## src/hw/pbl_pkg.sv

```systemverilog
// Constants for the preset-two threshold level register bank
package pbl_pkg;
    localparam logic [6:0] SEG6_ADDR = 7'h75;
    localparam logic [6:0] SEG7_ADDR = 7'h76;
    localparam logic [6:0] SEG8_ADDR = 7'h77;
    localparam logic [6:0] SEG9_ADDR = 7'h78;
    localparam logic [6:0] SEG10_ADDR = 7'h79;
    localparam logic [6:0] NINE_ADDR = 7'h7A;
    localparam logic [6:0] TEN_ADDR = 7'h7B;
    localparam logic [6:0] ELEVEN_ADDR = 7'h7C;
    localparam logic [6:0] TWELVE_ADDR = 7'h7D;
    localparam logic [6:0] OFFSET_ADDR = 7'h7E;
    localparam logic [6:0] CHECKSUM_ADDR = 7'h7F;
    localparam int NUM_REGS = 10;
    localparam logic [3:0] RESERVED_NIBBLE = 4'h0;
    localparam logic [7:0] CRC_POLY = 8'h07;
    localparam logic [7:0] CRC_SEED = 8'hFF;
endpackage

```

## src/hw/pbl_regs.sv

```systemverilog
// Preset-two threshold level registers with split-field assembly and checksum
//
// Summary of operation
// - Level one lives in bits 7:3 of segment six register.
// - Level two joins segment six bits 2:0 with segment seven bits 7:6.
// - Level three lives in bits 5:1 of segment seven register.
// - Level four joins segment seven bit 0 with segment eight bits 7:4.
// - Level five joins segment eight bits 3:0 with segment nine bit 7.
// - Level six lives in bits 6:2 of segment nine register.
// - Level seven joins segment nine bits 1:0 with segment ten bits 7:5.
// - Level eight lives in bits 4:0 of segment ten register.
// - Levels nine to twelve are full bytes at 7Ah to 7Dh.
// - Level shift is 4-bit signed magnitude, top bit is sign.
// - Upper nibble of the offset register is reserved, read-only.
// - Level and shift fields have no defined power-up value.
// - Checksum at 7Fh recomputed on every write to these registers.
`timescale 1ns/100ps
module pbl_regs (
    input wire logic i_sys_clk,
    input wire logic i_reset_n,
    input wire logic i_wr_en,
    input wire logic i_rd_en,
    input wire logic [6:0] i_addr,
    input wire logic [7:0] i_wr_data,
    output logic [7:0] o_rd_data,
    output logic o_rd_hit,
    output logic [4:0] o_preset_b_level_one,
    output logic [4:0] o_preset_b_level_two,
    output logic [4:0] o_preset_b_level_three,
    output logic [4:0] o_preset_b_level_four,
    output logic [4:0] o_preset_b_level_five,
    output logic [4:0] o_preset_b_level_six,
    output logic [4:0] o_preset_b_level_seven,
    output logic [4:0] o_preset_b_level_eight,
    output logic [7:0] o_preset_b_level_nine_field,
    output logic [7:0] o_preset_b_level_ten_field,
    output logic [7:0] o_preset_b_level_eleven_field,
    output logic [7:0] o_preset_b_level_twelve_field,
    output logic signed [4:0] o_preset_b_level_shift,
    output logic [7:0] o_threshold_map_checksum
);

    // One CRC-8 byte step, MSB first
    function automatic logic [7:0] crc_byte(input logic [7:0] crc, input logic [7:0] data);
        logic [7:0] c;
        c = crc ^ data;
        for (int i = 0; i < 8; i++) begin
            c = c[7] ? ((c << 1) ^ pbl_pkg::CRC_POLY) : (c << 1);
        end
        return c;
    endfunction

    // Convert signed magnitude nibble to two's complement
    function automatic logic signed [4:0] sm_to_tc(input logic [3:0] sm);
        logic [4:0] mag;
        mag = {2'h0, sm[2:0]};
        return sm[3] ? -$signed(mag) : $signed(mag);
    endfunction

    // Address compare shared by the single-address decodes below
    function automatic logic addr_is(input logic [6:0] addr, input logic [6:0] target);
        return addr == target;
    endfunction

    // Register storage, indexed from segment six upward
    logic [7:0] regs [pbl_pkg::NUM_REGS];
    logic [7:0] next_regs [pbl_pkg::NUM_REGS];
    logic [pbl_pkg::NUM_REGS-1:0] wr_sel;
    logic [7:0] next_checksum;
    logic [7:0] checksum;
    logic [7:0] rd_window;
    logic [7:0] rd_mux;
    logic [7:0] next_rd_data;
    logic next_rd_hit;
    logic rd_valid;
    logic [3:0] reg_index;
    logic wr_hit;
    logic wr_take;
    logic wr_offset;
    logic rd_checksum;
    logic [7:0] wr_image;

    // Named views of the stored segments
    // Keeps the level wiring readable against the register map
    logic [7:0] seg6;
    logic [7:0] seg7;
    logic [7:0] seg8;
    logic [7:0] seg9;
    logic [7:0] seg10;
    logic [7:0] level_nine_reg;
    logic [7:0] level_ten_reg;
    logic [7:0] level_eleven_reg;
    logic [7:0] level_twelve_reg;
    logic [7:0] offset_reg;

    // Assembled values ahead of the output flops
    logic [4:0] next_level_one;
    logic [4:0] next_level_two;
    logic [4:0] next_level_three;
    logic [4:0] next_level_four;
    logic [4:0] next_level_five;
    logic [4:0] next_level_six;
    logic [4:0] next_level_seven;
    logic [4:0] next_level_eight;
    logic [7:0] next_level_nine;
    logic [7:0] next_level_ten;
    logic [7:0] next_level_eleven;
    logic [7:0] next_level_twelve;
    logic signed [4:0] next_level_shift;

    // Address decode for the writable window
    // Index is only meaningful while the window is hit
    assign wr_hit = (i_addr >= pbl_pkg::SEG6_ADDR) && (i_addr <= pbl_pkg::OFFSET_ADDR);
    assign reg_index = 4'(i_addr - pbl_pkg::SEG6_ADDR);
    assign wr_take = i_wr_en && wr_hit;
    assign wr_offset = addr_is(i_addr, pbl_pkg::OFFSET_ADDR);
    assign rd_checksum = addr_is(i_addr, pbl_pkg::CHECKSUM_ADDR);

    // reserved nibble forced on the way in
    // Software can never park data in the upper nibble
    assign wr_image = wr_offset ? {pbl_pkg::RESERVED_NIBBLE, i_wr_data[3:0]} : i_wr_data;

    // One write select per register
    // Only one select can be high, as addresses are distinct
    assign wr_sel[0] = i_wr_en && addr_is(i_addr, pbl_pkg::SEG6_ADDR);
    assign wr_sel[1] = i_wr_en && addr_is(i_addr, pbl_pkg::SEG7_ADDR);
    assign wr_sel[2] = i_wr_en && addr_is(i_addr, pbl_pkg::SEG8_ADDR);
    assign wr_sel[3] = i_wr_en && addr_is(i_addr, pbl_pkg::SEG9_ADDR);
    assign wr_sel[4] = i_wr_en && addr_is(i_addr, pbl_pkg::SEG10_ADDR);
    assign wr_sel[5] = i_wr_en && addr_is(i_addr, pbl_pkg::NINE_ADDR);
    assign wr_sel[6] = i_wr_en && addr_is(i_addr, pbl_pkg::TEN_ADDR);
    assign wr_sel[7] = i_wr_en && addr_is(i_addr, pbl_pkg::ELEVEN_ADDR);
    assign wr_sel[8] = i_wr_en && addr_is(i_addr, pbl_pkg::TWELVE_ADDR);
    assign wr_sel[9] = i_wr_en && addr_is(i_addr, pbl_pkg::OFFSET_ADDR);

    // Next content of each register, held unless selected
    assign next_regs[0] = wr_sel[0] ? wr_image : regs[0];
    assign next_regs[1] = wr_sel[1] ? wr_image : regs[1];
    assign next_regs[2] = wr_sel[2] ? wr_image : regs[2];
    assign next_regs[3] = wr_sel[3] ? wr_image : regs[3];
    assign next_regs[4] = wr_sel[4] ? wr_image : regs[4];
    assign next_regs[5] = wr_sel[5] ? wr_image : regs[5];
    assign next_regs[6] = wr_sel[6] ? wr_image : regs[6];
    assign next_regs[7] = wr_sel[7] ? wr_image : regs[7];
    assign next_regs[8] = wr_sel[8] ? wr_image : regs[8];
    assign next_regs[9] = wr_sel[9] ? wr_image : regs[9];

    // no reset on field storage
    // Contents stay unknown until software writes them
    always_ff @(posedge i_sys_clk) begin
        for (int n = 0; n < pbl_pkg::NUM_REGS; n++) begin
            regs[n] <= next_regs[n];
        end
    end

    // Checksum over the image as it will stand after this write
    // Folding in the new byte now lets the flop update on the same edge
    always_comb begin
        logic [7:0] img;
        img = 8'h00;
        next_checksum = pbl_pkg::CRC_SEED;
        for (int k = 0; k < pbl_pkg::NUM_REGS; k++) begin
            img = next_regs[k];
            next_checksum = crc_byte(next_checksum, img);
        end
    end

    // refresh checksum on any write to the window
    // Holds between writes, so reads see the last image
    always_ff @(posedge i_sys_clk) begin
        if (wr_take) begin
            checksum <= next_checksum;
        end
    end

    // Read data selection, checksum byte just above the window
    assign rd_valid = wr_hit || rd_checksum;
    assign rd_window = wr_hit ? regs[reg_index] : 8'h00;
    assign rd_mux = rd_checksum ? checksum : rd_window;
    assign next_rd_data = i_rd_en ? rd_mux : 8'h00;
    assign next_rd_hit = i_rd_en && rd_valid;

    // Registered read data, zero when idle
    // Idle zero keeps a bus OR of several banks clean
    always_ff @(posedge i_sys_clk or negedge i_reset_n) begin
        if (!i_reset_n) begin
            o_rd_data <= 8'h00;
        end else begin
            o_rd_data <= next_rd_data;
        end
    end

    // Registered read hit, one cycle per read
    always_ff @(posedge i_sys_clk or negedge i_reset_n) begin
        if (!i_reset_n) begin
            o_rd_hit <= 1'b0;
        end else begin
            o_rd_hit <= next_rd_hit;
        end
    end

    // Segment views in address order
    assign seg6 = regs[0];
    assign seg7 = regs[1];
    assign seg8 = regs[2];
    assign seg9 = regs[3];
    assign seg10 = regs[4];
    assign level_nine_reg = regs[5];
    assign level_ten_reg = regs[6];
    assign level_eleven_reg = regs[7];
    assign level_twelve_reg = regs[8];
    assign offset_reg = regs[9];

    // Level assembly, pure wiring of stored bits

    // level one whole in segment six
    assign next_level_one = seg6[7:3];

    // pieces may come from two separate writes
    // level two split over segments six and seven
    assign next_level_two = {seg6[2:0], seg7[7:6]};

    // level three whole in segment seven
    assign next_level_three = seg7[5:1];

    // pieces may come from two separate writes
    // level four split over segments seven and eight
    assign next_level_four = {seg7[0], seg8[7:4]};

    // pieces may come from two separate writes
    // level five split over segments eight and nine
    assign next_level_five = {seg8[3:0], seg9[7]};

    // level six whole in segment nine
    assign next_level_six = seg9[6:2];

    // pieces may come from two separate writes
    // level seven split over segments nine and ten
    assign next_level_seven = {seg9[1:0], seg10[7:5]};

    // level eight whole in segment ten
    assign next_level_eight = seg10[4:0];

    // full byte levels at the top of the window
    // Stored and shown as written, no packing
    assign next_level_nine = level_nine_reg;
    assign next_level_ten = level_ten_reg;
    assign next_level_eleven = level_eleven_reg;
    assign next_level_twelve = level_twelve_reg;

    // signed magnitude nibble to two's complement
    // Minus zero folds to zero, so minus eight is never produced
    assign next_level_shift = sm_to_tc(offset_reg[3:0]);

    // Output flops, one per field so every output is a plain register
    // No reset here either, outputs mirror storage one cycle late

    // Settles one cycle after the store
    // level one output
    always_ff @(posedge i_sys_clk) begin
        o_preset_b_level_one <= next_level_one;
    end

    // Either half may change it
    // level two output
    always_ff @(posedge i_sys_clk) begin
        o_preset_b_level_two <= next_level_two;
    end

    // Settles one cycle after the store
    // level three output
    always_ff @(posedge i_sys_clk) begin
        o_preset_b_level_three <= next_level_three;
    end

    // Either half may change it
    // level four output
    always_ff @(posedge i_sys_clk) begin
        o_preset_b_level_four <= next_level_four;
    end

    // Either half may change it
    // level five output
    always_ff @(posedge i_sys_clk) begin
        o_preset_b_level_five <= next_level_five;
    end

    // Settles one cycle after the store
    // level six output
    always_ff @(posedge i_sys_clk) begin
        o_preset_b_level_six <= next_level_six;
    end

    // Either half may change it
    // level seven output
    always_ff @(posedge i_sys_clk) begin
        o_preset_b_level_seven <= next_level_seven;
    end

    // Settles one cycle after the store
    // level eight output
    always_ff @(posedge i_sys_clk) begin
        o_preset_b_level_eight <= next_level_eight;
    end

    // Byte copy of its register
    // level nine output
    always_ff @(posedge i_sys_clk) begin
        o_preset_b_level_nine_field <= next_level_nine;
    end

    // Byte copy of its register
    // level ten output
    always_ff @(posedge i_sys_clk) begin
        o_preset_b_level_ten_field <= next_level_ten;
    end

    // Byte copy of its register
    // level eleven output
    always_ff @(posedge i_sys_clk) begin
        o_preset_b_level_eleven_field <= next_level_eleven;
    end

    // Byte copy of its register
    // level twelve output
    always_ff @(posedge i_sys_clk) begin
        o_preset_b_level_twelve_field <= next_level_twelve;
    end

    // Already converted, users add it directly
    // level shift output
    always_ff @(posedge i_sys_clk) begin
        o_preset_b_level_shift <= next_level_shift;
    end

    // Trails the checksum register by one cycle
    // checksum output
    always_ff @(posedge i_sys_clk) begin
        o_threshold_map_checksum <= checksum;
    end

endmodule

```

## config.mk

```make
export PLATFORM = sky130hd
export DESIGN_NAME = pbl_regs
export DESIGN_NICKNAME = d
export VERILOG_FILES = /design/src/hw/pbl_pkg.sv /design/src/hw/pbl_regs.sv
export SDC_FILE = /design/constraint.sdc
export NUM_CORES = 1
export LEC_CHECK = 0
export BUFFER_PORTS_ARGS = -buffer_cell sky130_fd_sc_hd__buf_2
export CELL_PAD_IN_SITES_DETAIL_PLACEMENT = 0
export CELL_PAD_IN_SITES_GLOBAL_PLACEMENT = 1
export CORE_ASPECT_RATIO = 1.5
export CORE_MARGIN = 3
export CORE_UTILIZATION = 50
export CTS_CLUSTER_DIAMETER = 40
export CTS_CLUSTER_SIZE = 12
export DETAILED_ROUTE_END_ITERATION = 12
export GPL_ROUTABILITY_DRIVEN = 0
export PLACE_DENSITY = 0.85
export SYNTH_ARGS = -nofsm -noshare
export SYNTH_HDL_FRONTEND = slang
export SYNTH_SLANG_ARGS = --single-unit
```

## constraint.sdc

```tcl
create_clock -name i_sys_clk -period 13.3 [get_ports i_sys_clk]
set_input_delay 1.33 -clock i_sys_clk [delete_from_list [all_inputs] [get_ports i_sys_clk]]
set_output_delay 1.33 -clock i_sys_clk [all_outputs]
set_load 0.005 [all_outputs]
```

==> results.yml, run 1 <==
finish:
  post-route-util: 0.5830
  area_delta_synth_final_pct: 14.42
  n_antenna_cell: 0
  final_layout_size_suffix_gt1_frac: 0.2589
  fill_cells: 1462
  final_nets: 855
route:
  drtAntennaViolNets: 0
  via_per_inst: 5.543
  drt_first_pass_iters: 5
  drc: 0
  vias: 5848
  routed_wl_mm: 22.95
  initialDrtViolationCount: 371
  wl_per_cell_um: 21.75
setup_path:
  crit_path_end_kind: "register"
  crit_type: "primary input to register"
  crit_fanout: 29
  cp_top_family: "XOR/XNOR gates"
  crit_buf_inv: 1
  slowest_delay_ns: 0.90
  r2r_start: "regs[0][2]"
  cp.required_ns: 13.49
  path_cells: "buf_2 -> ha_1 -> and3_1 -> mux2_4 -> xnor3_2 -> xnor3_2 -> xor3_2 -> xnor3_2 -> xnor2_4 -> xnor3_1 -> xnor3_2 -> xor2_2 -> xnor3_2 -> xor3_1 -> xnor2_1"
  cp-start-kind: "primary input"
  crit_slowest_cell: "and3_1"
  cp.arrival_ns: 8.12
  crit_path_start: "i_addr[0]"
  crit_top_cell: "xnor3_2"
outcome:
  status: "finished, final reports clean"
timing:
  relSlewSlack: 0.3514
  slew_violations: 0
  skew_ns: 0.01008
  period_needed_ns: 7.930
  layout_setup_ws_ns: 5.370
  finalHoldViolations: 0
  setup_tns_ns: 0
  tightest_slew_ns: 0.9729
  rsz0062_at_grt: "no"
  fmax_mhz: 126.1
  fin_crit_sh: 0.5962
  setup_violations: 0
yosys:
  synthTopCellsByArea: "dfxtp_1, xnor2_1, xnor3_1"
  synth_common_cells: "dfxtp_1, xnor2_1, xor2_1, inv_1, mux2_2"
  syn-num-nets: 752
  yosysMostFrequentCell: "dfxtp_1"
  synth_mux_area_frac: 0.1237
  synthCells: 726
  ys_seq_area_frac: 0.4245
  synth_top_family_by_area: "XOR/XNOR gates"
  syn_avg_cell_area_um2: 12.23
  synth_edf_count: 8
  ys_seq_elements: 182
  ys.flop_type: "dfxtp_1"
  syn_area_um2: 8877
  async_reset_ff_frac: 0.04945
  synth-compound-area-share: 0.06469
  synth_top_cell_by_area: "dfxtp_1"
  synth_top_area_frac: 0.3721
  yosys.area_share.simple: 0.04708
  yosysUniqueCellTypes: 54
  synth_fa_ha_area_frac: 0.009866
  synth_warnings: 0
  synth_xor_area_frac: 0.2929
clocking:
  hold_buffers: 0
  root_buffer: "clkbuf_16"
  cts.repair.resized: 0
  clkLatencyLatePin_ns: 0.44
  clockBufferDepth: 2
  cts_setup_buffers: 0
  htree_levels: 4
  path_clk_slew_ns: 0.07
  cts_tree: "done"
  numCtsBuffers: 17
  clock-sinks: 182
global_route:
  antenna_found_initial: 0
  grt_max_degree: 30
  grtUsageMet3: 0.04067
  grt-busiest-layer: "met2"
  use_met2: 0.4327
  grt_overflow_total: 0
  track_usage: 0.2403
  grt_pass1_vias: 6099
  grt_use_met1: 0.2557
  grt_pass1_wl_mm: 34.56
worst_hold_path:
  holdCritPathClass: "register to register"
  hp-start: "regs[8][4]"
run:
  maxCapViolCount: 0
placement:
  portBuffers: 112
  pre_cts_slack_ns: 4.933
  hpwl_mm: 17.59
floorplanning:
  core-area_um2: 17420
  num_io_pins: 113
  num_rows: 59
  fp.dieH_um: 169.2
  die-width_um: 114.8
  start_util: 0.5096
  die_area_um2: 19420
flip-flops by register name, indices dropped and copies added (netlist names), 8 cells and up:
register and cells:
o_preset_b_level_eleven_field 8, o_preset_b_level_twelve_field 8, regs 80, o_preset_b_level_ten_field 8
o_preset_b_level_nine_field 8, checksum 8, o_threshold_map_checksum 8, o_rd_data 8
layer usage:
metal	share of wire	vias to the layer above
li1	-	2694
met1	0.36	2847
met2	0.53	231
met3	0.049	76
met4	0.064	0
met5	0	-
layout make-up:
| type | count | area (um^2) | area share |
|---|---|---|---|
| Multi-Input combinational cell | 469 | 4778 | 0.4704 |
| Sequential cell | 182 | 3769 | 0.3710 |
| Timing Repair Buffer | 118 | 605.6 | 0.05962 |
| Clock buffer | 17 | 425.4 | 0.04188 |
| Tap cell | 213 | 266.5 | 0.02624 |
| Clock inverter | 15 | 158.9 | 0.01564 |
| Inverter | 41 | 153.9 | 0.01515 |
path summary, 6_finish.rpt:
path	endpoint	slack (ns)	cells after the start
setup / recovery	checksum[4]	5.37	15
hold / removal	o_preset_b_level_twelve_field[4]	0.37	0
setup reg to reg	checksum[2]	7.71	14
hold reg to reg	o_preset_b_level_twelve_field[4]	0.37	0
max in group asynchronous	o_rd_data[2]	12.41	1
min in group asynchronous	o_rd_data[0]	0.72	1
logic make-up (layout without fill, tap and decap cells):
family / after synthesis / after routing
and+or+nand+nor: 82 / 82
adders and majority gates: 7 / 7
xor gates and xnor gates: 209 / 209
DFF: 182 / 182
AOI/OAI and AO/OA: 90 / 90
buffers and inverters: 75 / 191
muxes: 81 / 81
through the flow:
stage / hold slack [ns] / area (um^2) / instances
finish: 0.3681 / 10160 / 1055
global route: 0.3798 / 10160 / 1055
CTS: 0.3683 / 10160 / 1055
detailed placement: 0.3582 / 9573 / 1023
global placement: 0.3563 / 9573 / 1023
floorplan: 0.3258 / 8877 / 726
cell usage in the layout, fill, tap and decap left out, types with 9 or more instances in the layout:
cell         n
a21oi_1     20
xor2_1      45
xnor2_1    108
dfrtp_1      9
mux4_2      16
o21ai_0     28
inv_1       41
buf_2      112
xor3_1      12
nand2_1     26
xnor3_1     31
nor2b_1     18
nor2_1      12
dfxtp_1    165
clkbuf_16   17
a22oi_1      9
mux2_2      33
mux2i_1     27
Power of run 1 is left out: the tool's default activity adds up to more than one toggle a clock period on the data nets, which glitch-free logic cannot reach.
==> inputs of run 2 (changes only) <==
--- a/config.mk
+++ b/config.mk
@@ -10,12 +10,12 @@
 export CELL_PAD_IN_SITES_GLOBAL_PLACEMENT = 1
 export CORE_ASPECT_RATIO = 1.5
 export CORE_MARGIN = 3
-export CORE_UTILIZATION = 50
+export CORE_UTILIZATION = 47
 export CTS_CLUSTER_DIAMETER = 40
 export CTS_CLUSTER_SIZE = 12
 export DETAILED_ROUTE_END_ITERATION = 12
 export GPL_ROUTABILITY_DRIVEN = 0
-export PLACE_DENSITY = 0.85
+export PLACE_DENSITY = 0.81
 export SYNTH_ARGS = -nofsm -noshare
 export SYNTH_HDL_FRONTEND = slang
 export SYNTH_SLANG_ARGS = --single-unit
==> constraint.sdc (replaced) <==
create_clock -name i_sys_clk -period 8.3 [get_ports i_sys_clk]
set_input_delay 0.83 -clock i_sys_clk [delete_from_list [all_inputs] [get_ports i_sys_clk]]
set_output_delay 0.83 -clock i_sys_clk [all_outputs]
set_load 0.005 [all_outputs]
==> results.yml, run 2 (same netlist as run 1, synthesis figures left out) <==
setup_path:
  cp-start-kind: "primary input"
  r2r_start: "regs[0][2]"
  crit_type: "primary input to register"
  worst_r2r_endpoint: "checksum[1]"
  r2r_setup_slack_ns: 2.79
  crit_fanout: 27
  cp.arrival_ns: 6.80
  cp.required_ns: 8.48
  crit_path_end_kind: "register"
  r2r_cells: 14
timing:
  relSlewSlack: 0.4550
  setup_violations: 0
  fin_crit_sh: 0.7984
  rsz0062_at_grt: "no"
  slew_violations: 0
  period_needed_ns: 6.627
  setup_tns_ns: 0
  tightest_slew_ns: 0.8145
  skew_ns: 0.01239
  fmax_mhz: 150.9
  finalHoldViolations: 0
outcome:
  status: "finished, final reports clean"
route:
  via_per_inst: 5.322
  wl_per_cell_um: 21.65
  routed_wl_mm: 23.66
  vias: 5817
  drc: 0
  initialDrtViolationCount: 418
  drt_first_pass_iters: 5
  drtAntennaViolNets: 0
global_route:
  track_usage: 0.2312
  antenna_found_initial: 0
  grt_pass1_wl_mm: 36.05
  grt_pass1_vias: 6058
  grt_max_degree: 28
  grt_overflow_total: 0
clocking:
  root_buffer: "clkbuf_16"
  cts_setup_buffers: 0
  hold_buffers: 0
  clock-sinks: 182
  cts.repair.resized: 0
  htree_levels: 4
  numCtsBuffers: 17
  clkLatencyLatePin_ns: 0.43
  path_clk_slew_ns: 0.07
  cts_tree: "done"
  clockBufferDepth: 2
placement:
  hpwl_mm: 18.15
  portBuffers: 112
run:
  maxCapViolCount: 0
finish:
  n_antenna_cell: 0
  fill_cells: 1560
  layout_common_cells: "dfxtp_1, buf_2, xnor2_1, xor2_1, inv_1"
  final_nets: 858
  layout_commonest_cell: "dfxtp_1"
  max_flop_register: "regs"
  largest_register_ff_count: 80
  area_delta_synth_final_pct: 14.76
  post-route-util: 0.5584
  final_layout_size_suffix_gt1_frac: 0.2604
floorplanning:
  fp.dieH_um: 174.3
  core-area_um2: 18240
  num_rows: 60
  die-width_um: 118.2
  num_io_pins: 113
  die_area_um2: 20610
  start_util: 0.4866
worst_hold_path:
  holdCritPathClass: "primary input to async pin"
-- run 2: cell count changes in the layout (fill, tap and decap cells not counted), sizes merged --
cell	delta
clkinv	-2
clkbuf	+2
inv	-1
bufinv	-1
buf	+3
clkinvlp	+2
-- run 2: worst max-delay path by stage --
| stage | from | end | slack (ns) | depth (start not counted) |
|---|---|---|---|---|
| final | i_addr[0] | checksum[1] | 1.67 | 16 |
| after global routing | i_addr[0] | checksum[1] | 1.39 | 16 |
| after CTS | i_addr[0] | checksum[1] | 1.65 | 16 |
| after detailed placement | i_addr[0] | checksum[1] | 1.23 | 16 |
| after global placement | i_addr[0] | checksum[2] | 1.40 | 16 |
| after floorplan | i_addr[0] | checksum[4] | 1.42 | 19 |
-- run 2: critical path, cell delays in order --
cell	delay, ns
buf_2	0.11
buf_4	0.45
ha_1	0.38
and3_1	0.59
mux2i_4	0.41
xnor3_1	0.51
xnor2_1	0.31
xnor3_1	0.44
xnor2_2	0.18
xnor2_1	0.30
xnor3_1	0.46
xor3_1	0.41
xor3_1	0.43
xnor3_1	0.41
xnor3_1	0.42
xnor2_1	0.15
-- run 2: layout make-up --
cell class                      instances  area (um^2)  area share
Clock buffer                           19        432.9     0.04250
Clock inverter                         13        115.1     0.01130
Inverter                               41        153.9     0.01511
Multi-Input combinational cell        469         4778      0.4690
Sequential cell                       182         3769      0.3699
Tap cell                              248        310.3     0.03046
Timing Repair Buffer                  121        628.1     0.06166
-- run 2: layer usage --
metal	vias up	GRT usage	wire, um
li1	2697	-	-
met1	2860	0.2538	8856
met2	206	0.4202	12680
met3	54	0.03939	967
met4	0	0.1262	1157
met5	-	0	0
-- run 2: stage by stage --
step                      cell area (um^2)  worst slack (ns)  instances  hold slack [ns]
after global placement                9639             1.399       1061           0.3566
final                                10190             1.673       1093           0.2341
after CTS                            10190             1.652       1093           0.2165
after detailed placement              9639             1.225       1061           0.3585
after global routing                 10190             1.388       1093           0.2159
after floorplan                       8877             1.419        726           0.3258
Power of run 2 is left out for the same reason.
